File: src/logic/drive_word_pkg.sv
// Constants for the drive command word decoder and state word assembler.
// Assumes one device clock; all words are 16 bits wide.

package drive_word_pkg;

    localparam int WORD_W = 16;

    // Command word bit positions
    localparam int CMD_PRESET_LSB = 0;
    localparam int CMD_PRESET_MSB = 1;
    localparam int CMD_DC_BRAKE_N = 2;
    localparam int CMD_COAST_N    = 3;
    localparam int CMD_HOLD_N     = 5;
    localparam int CMD_START      = 6;
    localparam int CMD_RESET      = 7;
    localparam int CMD_JOG        = 8;
    localparam int CMD_RAMP2      = 9;
    localparam int CMD_VALID      = 10;
    localparam int CMD_RELAY1     = 11;
    localparam int CMD_RELAY4     = 12;
    localparam int CMD_SETUP_LSB  = 13;
    localparam int CMD_SETUP_MSB  = 14;
    localparam int CMD_REVERSE    = 15;

    // State word bit positions
    localparam int ST_CTRL_READY  = 0;
    localparam int ST_DRIVE_READY = 1;
    localparam int ST_ENABLE      = 2;
    localparam int ST_TRIP        = 3;
    localparam int ST_ERROR       = 4;
    localparam int ST_TRIPLOCK    = 6;
    localparam int ST_WARNING     = 7;
    localparam int ST_AT_REF      = 8;
    localparam int ST_BUS_CTRL    = 9;
    localparam int ST_FREQ_OK     = 10;
    localparam int ST_RUNNING     = 11;
    localparam int ST_OVERTEMP    = 12;
    localparam int ST_VOLTAGE     = 13;
    localparam int ST_TORQUE      = 14;
    localparam int ST_TIMER       = 15;

    // Configuration option codes
    localparam logic [7:0] RELAY_FN_ZERO_HZ = 8'h1f;  // option 31
    localparam logic [7:0] RELAY_FN_BIT11   = 8'h24;  // option 36
    localparam logic [7:0] RELAY_FN_BIT12   = 8'h25;  // option 37
    localparam logic [3:0] SETUP_MULTI      = 4'h9;   // option 9

    typedef enum logic [1:0] {
        REV_DIGITAL,
        REV_SERIAL,
        REV_LOGIC_AND,
        REV_LOGIC_OR
    } rev_src_e;

    // Speed scaling
    localparam logic signed [15:0] FULL_SCALE = 16'sh4000;

    // Values after reset
    localparam logic [15:0] CMD_RESET_VAL   = 16'h0000;
    localparam logic [15:0] STATE_RESET_VAL = 16'h0000;

endpackage

File: src/logic/drive_control_status_words.sv
// Command word decoder and state word assembler of the drive.
// Assumes the telegram layer strobes in one command word at a time and
// that the motor control supplies its status as plain synchronous levels.
`timescale 1ns/1ps
`default_nettype none

module drive_control_status_words #(
    parameter int WORD_W = drive_word_pkg::WORD_W
) (
    input  wire logic                      clock_i,
    input  wire logic                      rstn_i,
    // Telegram side
    input  wire logic                      cmd_strobe_i,
    input  wire logic [WORD_W-1:0]         command_word_i,
    input  wire logic signed [WORD_W-1:0]  bus_reference_i,
    input  wire logic                      link_ok_i,
    input  wire logic                      comm_fault_i,
    output logic      [WORD_W-1:0]         state_word_o,
    output logic signed [WORD_W-1:0]       actual_value_feedback_o,
    // Configuration
    input  wire logic                      profile_standard_i,
    input  wire logic [7:0]                relay1_function_i,
    input  wire logic [7:0]                relay4_function_i,
    input  wire logic [3:0]                active_setup_sel_i,
    input  wire logic [1:0]                reverse_source_i,
    input  wire logic                      reverse_input_i,
    input  wire logic signed [WORD_W-1:0]  max_frequency_i,
    input  wire logic signed [WORD_W-1:0]  low_limit_i,
    input  wire logic signed [WORD_W-1:0]  high_limit_i,
    // Drive status
    input  wire logic signed [WORD_W-1:0]  output_frequency_i,
    input  wire logic signed [WORD_W-1:0]  speed_reference_i,
    input  wire logic                      control_ready_i,
    input  wire logic                      power_ready_i,
    input  wire logic                      trip_i,
    input  wire logic                      error_i,
    input  wire logic                      trip_lock_i,
    input  wire logic                      warning_i,
    input  wire logic                      local_stop_i,
    input  wire logic                      local_reference_i,
    input  wire logic                      overtemp_restart_i,
    input  wire logic                      dc_voltage_fault_i,
    input  wire logic                      torque_limit_i,
    input  wire logic                      thermal_timer_over_i,
    // Decoded commands
    output logic [1:0]                     preset_select_o,
    output logic                           dc_brake_o,
    output logic                           coast_o,
    output logic                           hold_frequency_o,
    output logic                           ramp_stop_o,
    output logic                           start_enable_o,
    output logic                           trip_reset_o,
    output logic                           jog_o,
    output logic                           ramp_set2_o,
    output logic                           relay1_o,
    output logic                           relay4_o,
    output logic [1:0]                     parameter_set_o,
    output logic                           reverse_o,
    output logic signed [WORD_W-1:0]       frequency_target_o
);

    // ***********************************************
    // Command word capture
    // ***********************************************

    logic [WORD_W-1:0] cmd;
    logic              accept;
    logic              reset_pulse;

    assign accept = cmd_strobe_i & command_word_i[drive_word_pkg::CMD_VALID];

    // Whole word latched at once so every command changes together
    always_ff @(posedge clock_i or negedge rstn_i) begin
        if (!rstn_i) begin
            cmd <= drive_word_pkg::CMD_RESET_VAL;
        end else if (accept) begin
            cmd <= command_word_i;
        end
    end

    rising_edge_pulse u_reset_edge (
        .clock_i  (clock_i),
        .rstn_i   (rstn_i),
        .level_i  (command_word_i[drive_word_pkg::CMD_RESET]),
        .sample_i (accept),
        .pulse_o  (reset_pulse)
    );

    // ***********************************************
    // Reference scaling
    // ***********************************************

    // Percent word to frequency: value * max / 16384
    function automatic logic signed [WORD_W-1:0] scale_to_freq(
        input logic signed [WORD_W-1:0] pct,
        input logic signed [WORD_W-1:0] fmax
    );
        logic signed [2*WORD_W-1:0] prod;
        prod = pct * fmax;
        return WORD_W'(prod >>> 14);
    endfunction

    // Frequency to percent word: freq * 16384 / max
    function automatic logic signed [WORD_W-1:0] scale_to_pct(
        input logic signed [WORD_W-1:0] freq,
        input logic signed [WORD_W-1:0] fmax
    );
        logic signed [2*WORD_W-1:0] num;
        num = (2*WORD_W)'(freq) * (2*WORD_W)'(drive_word_pkg::FULL_SCALE);
        if (fmax == '0) begin
            return '0;
        end
        return WORD_W'(num / (2*WORD_W)'(fmax));
    endfunction

    // ***********************************************
    // Command decode
    // ***********************************************

    logic zero_hz;
    logic coast_cmd;
    logic stop_cmd;

    assign zero_hz   = (output_frequency_i == '0);
    assign coast_cmd = profile_standard_i ? ~cmd[1] : ~cmd[drive_word_pkg::CMD_COAST_N];
    assign stop_cmd  = profile_standard_i ? ~cmd[0] : ~cmd[drive_word_pkg::CMD_START];
    always_ff @(posedge clock_i or negedge rstn_i) begin
        if (!rstn_i) begin
            preset_select_o  <= 2'h0;
            dc_brake_o       <= 1'b0;
            coast_o          <= 1'b1;
            hold_frequency_o <= 1'b0;
            ramp_stop_o      <= 1'b1;
            start_enable_o   <= 1'b0;
            jog_o            <= 1'b0;
            ramp_set2_o      <= 1'b0;
        end else begin
            preset_select_o  <= profile_standard_i ? 2'h0
                                : cmd[drive_word_pkg::CMD_PRESET_MSB:drive_word_pkg::CMD_PRESET_LSB];
            dc_brake_o       <= ~profile_standard_i & ~cmd[drive_word_pkg::CMD_DC_BRAKE_N];
            coast_o          <= coast_cmd;
            hold_frequency_o <= ~profile_standard_i & ~cmd[drive_word_pkg::CMD_HOLD_N];
            ramp_stop_o      <= stop_cmd;
            start_enable_o   <= ~coast_cmd & ~stop_cmd;
            jog_o            <= cmd[drive_word_pkg::CMD_JOG];
            ramp_set2_o      <= cmd[drive_word_pkg::CMD_RAMP2];
        end
    end

    always_ff @(posedge clock_i or negedge rstn_i) begin
        if (!rstn_i) begin
            trip_reset_o <= 1'b0;
        end else begin
            trip_reset_o <= reset_pulse;
        end
    end

    // Relays: bit commands, or on relay 1 in the standard profile a zero-hertz signal after a stop
    always_ff @(posedge clock_i or negedge rstn_i) begin
        if (!rstn_i) begin
            relay1_o <= 1'b0;
            relay4_o <= 1'b0;
        end else begin
            relay1_o <= ((relay1_function_i == drive_word_pkg::RELAY_FN_BIT11) & cmd[drive_word_pkg::CMD_RELAY1])
                      | ((relay1_function_i == drive_word_pkg::RELAY_FN_ZERO_HZ) & profile_standard_i
                         & (~cmd[0] | ~cmd[1]) & zero_hz);
            relay4_o <= (relay4_function_i == drive_word_pkg::RELAY_FN_BIT12) & cmd[drive_word_pkg::CMD_RELAY4];
        end
    end

    always_ff @(posedge clock_i or negedge rstn_i) begin
        if (!rstn_i) begin
            parameter_set_o <= 2'h0;
        end else if (active_setup_sel_i == drive_word_pkg::SETUP_MULTI) begin
            parameter_set_o <= cmd[drive_word_pkg::CMD_SETUP_MSB:drive_word_pkg::CMD_SETUP_LSB];
        end
    end

    always_ff @(posedge clock_i or negedge rstn_i) begin
        if (!rstn_i) begin
            reverse_o <= 1'b0;
        end else begin
            unique case (reverse_source_i)
                drive_word_pkg::REV_SERIAL:    reverse_o <= cmd[drive_word_pkg::CMD_REVERSE];
                drive_word_pkg::REV_LOGIC_OR:  reverse_o <= cmd[drive_word_pkg::CMD_REVERSE] | reverse_input_i;
                drive_word_pkg::REV_LOGIC_AND: reverse_o <= cmd[drive_word_pkg::CMD_REVERSE] & reverse_input_i;
                default:                       reverse_o <= reverse_input_i;
            endcase
        end
    end

    // Target frequency: scaled bus reference; in the native profile also held output frequency, or kept unchanged on jog
    always_ff @(posedge clock_i or negedge rstn_i) begin
        if (!rstn_i) begin
            frequency_target_o <= '0;
        end else if (profile_standard_i) begin
            frequency_target_o <= scale_to_freq(bus_reference_i, max_frequency_i);
        end else if (!cmd[drive_word_pkg::CMD_HOLD_N]) begin
            frequency_target_o <= output_frequency_i;
        end else if (!cmd[drive_word_pkg::CMD_JOG]) begin
            frequency_target_o <= scale_to_freq(bus_reference_i, max_frequency_i);
        end
    end

    // ***********************************************
    // State word
    // ***********************************************

    logic [WORD_W-1:0] next_state_word;

    always_comb begin
        next_state_word = '0;
        next_state_word[drive_word_pkg::ST_CTRL_READY]  = control_ready_i & ~trip_i;
        next_state_word[drive_word_pkg::ST_DRIVE_READY] = control_ready_i & power_ready_i & ~trip_i;
        next_state_word[drive_word_pkg::ST_ENABLE]      = ~coast_cmd & ~trip_i;
        next_state_word[drive_word_pkg::ST_TRIP]        = trip_i;
        next_state_word[drive_word_pkg::ST_ERROR]       = error_i;
        next_state_word[drive_word_pkg::ST_TRIPLOCK]    = trip_lock_i;
        next_state_word[drive_word_pkg::ST_WARNING]     = warning_i;
        next_state_word[drive_word_pkg::ST_AT_REF]      = (output_frequency_i == speed_reference_i);
        next_state_word[drive_word_pkg::ST_BUS_CTRL]    = ~local_stop_i & ~local_reference_i;
        next_state_word[drive_word_pkg::ST_FREQ_OK]     = (output_frequency_i > low_limit_i)
                                                         & (output_frequency_i < high_limit_i);
        next_state_word[drive_word_pkg::ST_RUNNING]     = ~stop_cmd | ~zero_hz;
        next_state_word[drive_word_pkg::ST_OVERTEMP]    = overtemp_restart_i;
        next_state_word[drive_word_pkg::ST_VOLTAGE]     = dc_voltage_fault_i;
        next_state_word[drive_word_pkg::ST_TORQUE]      = torque_limit_i;
        next_state_word[drive_word_pkg::ST_TIMER]       = thermal_timer_over_i;
        if (!link_ok_i || comm_fault_i) begin
            next_state_word = '0;
        end
    end

    always_ff @(posedge clock_i or negedge rstn_i) begin
        if (!rstn_i) begin
            state_word_o <= drive_word_pkg::STATE_RESET_VAL;
        end else begin
            state_word_o <= next_state_word;
        end
    end

    always_ff @(posedge clock_i or negedge rstn_i) begin
        if (!rstn_i) begin
            actual_value_feedback_o <= '0;
        end else begin
            actual_value_feedback_o <= scale_to_pct(output_frequency_i, max_frequency_i);
        end
    end

endmodule

`default_nettype wire

File: src/logic/rising_edge_pulse.sv
// Rising edge detector giving a one-cycle pulse.
// Assumes the input is synchronous to the clock.
`timescale 1ns/1ps
`default_nettype none

module rising_edge_pulse (
    input  wire logic clock_i,
    input  wire logic rstn_i,
    input  wire logic level_i,
    input  wire logic sample_i,
    output logic      pulse_o
);

    logic last;

    // Level is only looked at when sample_i is high
    always_ff @(posedge clock_i or negedge rstn_i) begin
        if (!rstn_i) begin
            last <= 1'b0;
        end else if (sample_i) begin
            last <= level_i;
        end
    end

    always_ff @(posedge clock_i or negedge rstn_i) begin
        if (!rstn_i) begin
            pulse_o <= 1'b0;
        end else begin
            pulse_o <= sample_i & level_i & ~last;
        end
    end

endmodule

`default_nettype wire

File: config.mk
export PLATFORM = sky130hd
export DESIGN_NAME = drive_control_status_words
export DESIGN_NICKNAME = d
export VERILOG_FILES = /design/src/logic/drive_word_pkg.sv /design/src/logic/drive_control_status_words.sv /design/src/logic/rising_edge_pulse.sv
export SDC_FILE = /design/constraint.sdc
export NUM_CORES = 2
export LEC_CHECK = 0
export BUFFER_PORTS_ARGS = -buffer_cell sky130_fd_sc_hd__buf_2
export CORE_UTILIZATION = 30
export DETAILED_ROUTE_END_ITERATION = 10
export PLACE_DENSITY_LB_ADDON = 0.12
export SLEW_MARGIN = 30
export SYNTH_ARGS = -nofsm -noshare
export SYNTH_HDL_FRONTEND = slang
export SYNTH_SLANG_ARGS = --single-unit
File: constraint.sdc
create_clock -name clock_i -period 2.94 [get_ports clock_i]
set_clock_uncertainty 0.1 [all_clocks]
set_input_delay 0.147 -clock clock_i [delete_from_list [all_inputs] [get_ports clock_i]]
set_output_delay 0.147 -clock clock_i [all_outputs]
set_load 0.01 [all_outputs]
==> results.yml <==
run_status:
  outcome: "finished, violations left"
  violations: "negative setup slack"
setup_path:
  ff2ff_path_depth: 6
  required_ns: 3.14
  crit_path_end_kind: "register"
  cp_slowest_cell: "a2111o_2"
  r2r-end: "frequency_target_o[7]"
  crit_arrival_ns: 61.38
  worst_setup_path_start_kind: "input port"
  cp_max_fo: 7
  cp_slowest_stage_delay_ns: 0.62
  path_common_cell: "a21o_1"
  critPathKind: "in2reg"
  reg2reg_from: "cmd[5]"
  ff2ff_setup_slack_ns: 0.89
worst_hold_path:
  hold-path-cell-count: 3
  hold_start: "active_setup_sel_i[1]"
  min_to: "parameter_set_o[1]"
  hold_class: "in2reg"
cells_and_area:
  utilization: 0.5188
  syn_to_final_growth_pct: 70.84
  drive_gt1_frac: 0.4390
  finalNetCount: 10110
placement:
  dpl.hpwl_um: 186300
  numPortBuffers: 213
  place_congestion: 0.9935
cts:
  cts.clk_slew.worst_paths_ns: 0.09
  cts_tree: "done"
  htree_levels: 3
  cts-buffers-inserted: 9
  cts.sinks: 77
  cts_root_buf: "clkbuf_16"
  clk_path_buf_depth: 2
  clk_latency_ns: 0.40
route:
  wl_per_cell_um: 20.52
  drc_errors: 0
  drt_wl_total_um: 225900
  ant_nets: 0
  detail_route.iter0.violations: 3801
  drt_pre_antenna_iters: 7
  post_drt_via_cell_ratio: 5.180
  vias: 57010
sta:
  setup_viol_count_final: 32
  slew_viol_final: 0
  tightest_slew_ns: 1.329
  hold_viol_final: 0
  rsz0062_at_grt: "true"
  post-route-min-period_ns: 61.18
  fmax_mhz: 16.35
  slew_headroom: 0.1075
  setup_ws_ns: -58.24
  finalCritPeriodShare: 20.81
logic_synthesis:
  synth_top_family_by_area: "adder cells"
  synth_edf_count: 0
  synth_seq_cells: 77
  avgSynthCellArea_sq_um: 7.293
  yosys_warnings: 0
  syn_area_sq_um: 44420
  syn_inst: 6090
  async_flop_share: 1.000
  synth_compound_area_frac: 0.2710
  synthMuxAreaShare: 0.02276
  synth-xor-area-share: 0.08536
  synth_ff_type: "dfrtp_1"
  synth-simple-area-share: 0.2322
  yosys.area_share.adder: 0.2878
  ys_seq_area_frac: 0.04344
  synth_cell_type_count: 109
die:
  num_io_pins: 216
  die_w_um: 386.8
  num_rows: 140
  coreArea_sq_um: 146300
  start_util: 0.3037
  fp.dieArea_sq_um: 149600
  die_y_um: 386.8
grt:
  track_usage: 0.2878
  grt_pass1_vias: 55740
  grt_overflow: 0
  antenna_found_initial: 10
  grt_max_degree: 68
  grt_pass1_wl_um: 334000
flow_run:
  cap_viol_max_count: 0
-- synthesized netlist by cell type (all sizes together), types with 61 or more instances --
library cell	n	area, sq um
nand2	649	2439
ha	625	7820
nor2	535	2013
inv	475	1783
a21oi	440	2206
o21ai	307	1548
xnor2	276	2417
fa	248	4965
a21o	199	1494
nor3	163	825.8
xor2	156	1374
and2	151	944.7
clkbuf	148	555.5
nand3	147	735.7
o21a	132	991.0
a31oi	101	644.4
nand2b	99	619.3
dfrtp	75	1877
o31ai	75	568.0
or3	73	461.7
nor2b	72	450.4
mux2	64	720.7
o211ai	61	457.9
-- flip-flops by register name (all words and copies together), names as in the netlist, 2 cells and up --
| register | count |
|---|---|
| actual_value_feedback_o | 16 |
| frequency_target_o | 16 |
| state_word_o | 15 |
| cmd | 14 |
| parameter_set_o | 2 |
| preset_select_o | 2 |
-- routing by layer --
metal	track usage	wire, um
met5	0	32
met4	0.06360	6607
met3	0.02730	11770
met2	0.4721	101100
met1	0.4048	106400
-- logic make-up (layout without fill, tap and decap cells) --
group	Yosys count	in the layout
simple gates	2155	2156
compound gates	1789	1791
fa+ha+maj	873	873
buf+inv	669	3525
xor+xnor	432	432
mux	93	93
flops	77	77
other cells	2	142
-- worst max path at each step --
stage                          start                     endpoint  slack [ns]
2_1_floorplan     max_frequency_i[0]  actual_value_feedback_o[15]      -57.25
3_3_place_gp   output_frequency_i[7]  actual_value_feedback_o[13]      -61.77
3_5_place_dp   output_frequency_i[7]  actual_value_feedback_o[13]      -62.59
4_1_cts        output_frequency_i[7]  actual_value_feedback_o[11]      -58.29
5_1_grt        output_frequency_i[5]  actual_value_feedback_o[11]      -60.44
6_report       output_frequency_i[5]  actual_value_feedback_o[11]      -58.24
-- metrics by stage --
step / worst slack, ns / instance area, sq um / hold WS (ns) / setup TNS (ns) / cells
floorplan: -57.25 / 47730 / -0.2486 / -955.02 / 6227
detailed placement: -62.59 / 68710 / 0.1367 / -1053.50 / 10680
finish: -58.24 / 75880 / 0.07425 / -971.79 / 11010
global route: -60.44 / 75870 / 0.06997 / -1010.51 / 11000
CTS: -58.29 / 71650 / 0.05495 / -974.96 / 10840
global placement: -61.77 / 68710 / 0.2055 / -1039.32 / 10680
-- placed cells by master, fill, tap and decap left out, drive strengths merged, types with 18 or more instances in the layout --
cell and n:
a211o 18, a211oi 60, a21boi 41, a21o 200, a21oi 440, a22oi 21
a31o 20, a31oi 101, and2 151, and3 57, buf 2991, conb 139
dfrtp 75, dlygate4sd3 35, fa 248, ha 625, inv 477, mux2 64
mux2i 29, nand2 649, nand2b 99, nand3 147, nand4 56, nor2 535
nor2b 72, nor3 163, nor4 28, o211ai 61, o21a 132, o21ai 307
o21bai 41, o221ai 23, o22ai 21, o311ai 19, o31a 21, o31ai 75
or2 46, or3 73, xnor2 276, xor2 156
-- critical path, delay by kind of cell --
| family | cells | cell delay, ns |
|---|---|---|
| xor+xnor | 1 | 0.10 |
| fa+ha+maj | 30 | 7.91 |
| mux | 4 | 1.03 |
| compound gates | 148 | 29.55 |
| simple gates | 91 | 16.61 |
| buf+inv | 41 | 5.82 |
-- final cells by class --
cell class | instances | area, sq um
diodes | 3 | 7.507
clock buffers | 10 | 229.0
clock inverters | 6 | 52.55
fillers | 14120 | 70390
inverters | 476 | 1807
multi-input cells | 5484 | 46180
flip-flops and latches | 77 | 1929
well taps | 1917 | 2399
repair buffers | 3033 | 23270
-- timing repair --
item,CTS,global route
pin swaps,171,405
buffers inserted,107,173
endpoints found under the setup margin,33,33
hold endpoints to repair,97,0
hold buffers,35,0
gates cloned,2,7
gates resized for setup,308,595
Power is left out: the tool's default activity adds up to more than one toggle a clock period on the data nets, which glitch-free logic cannot reach.
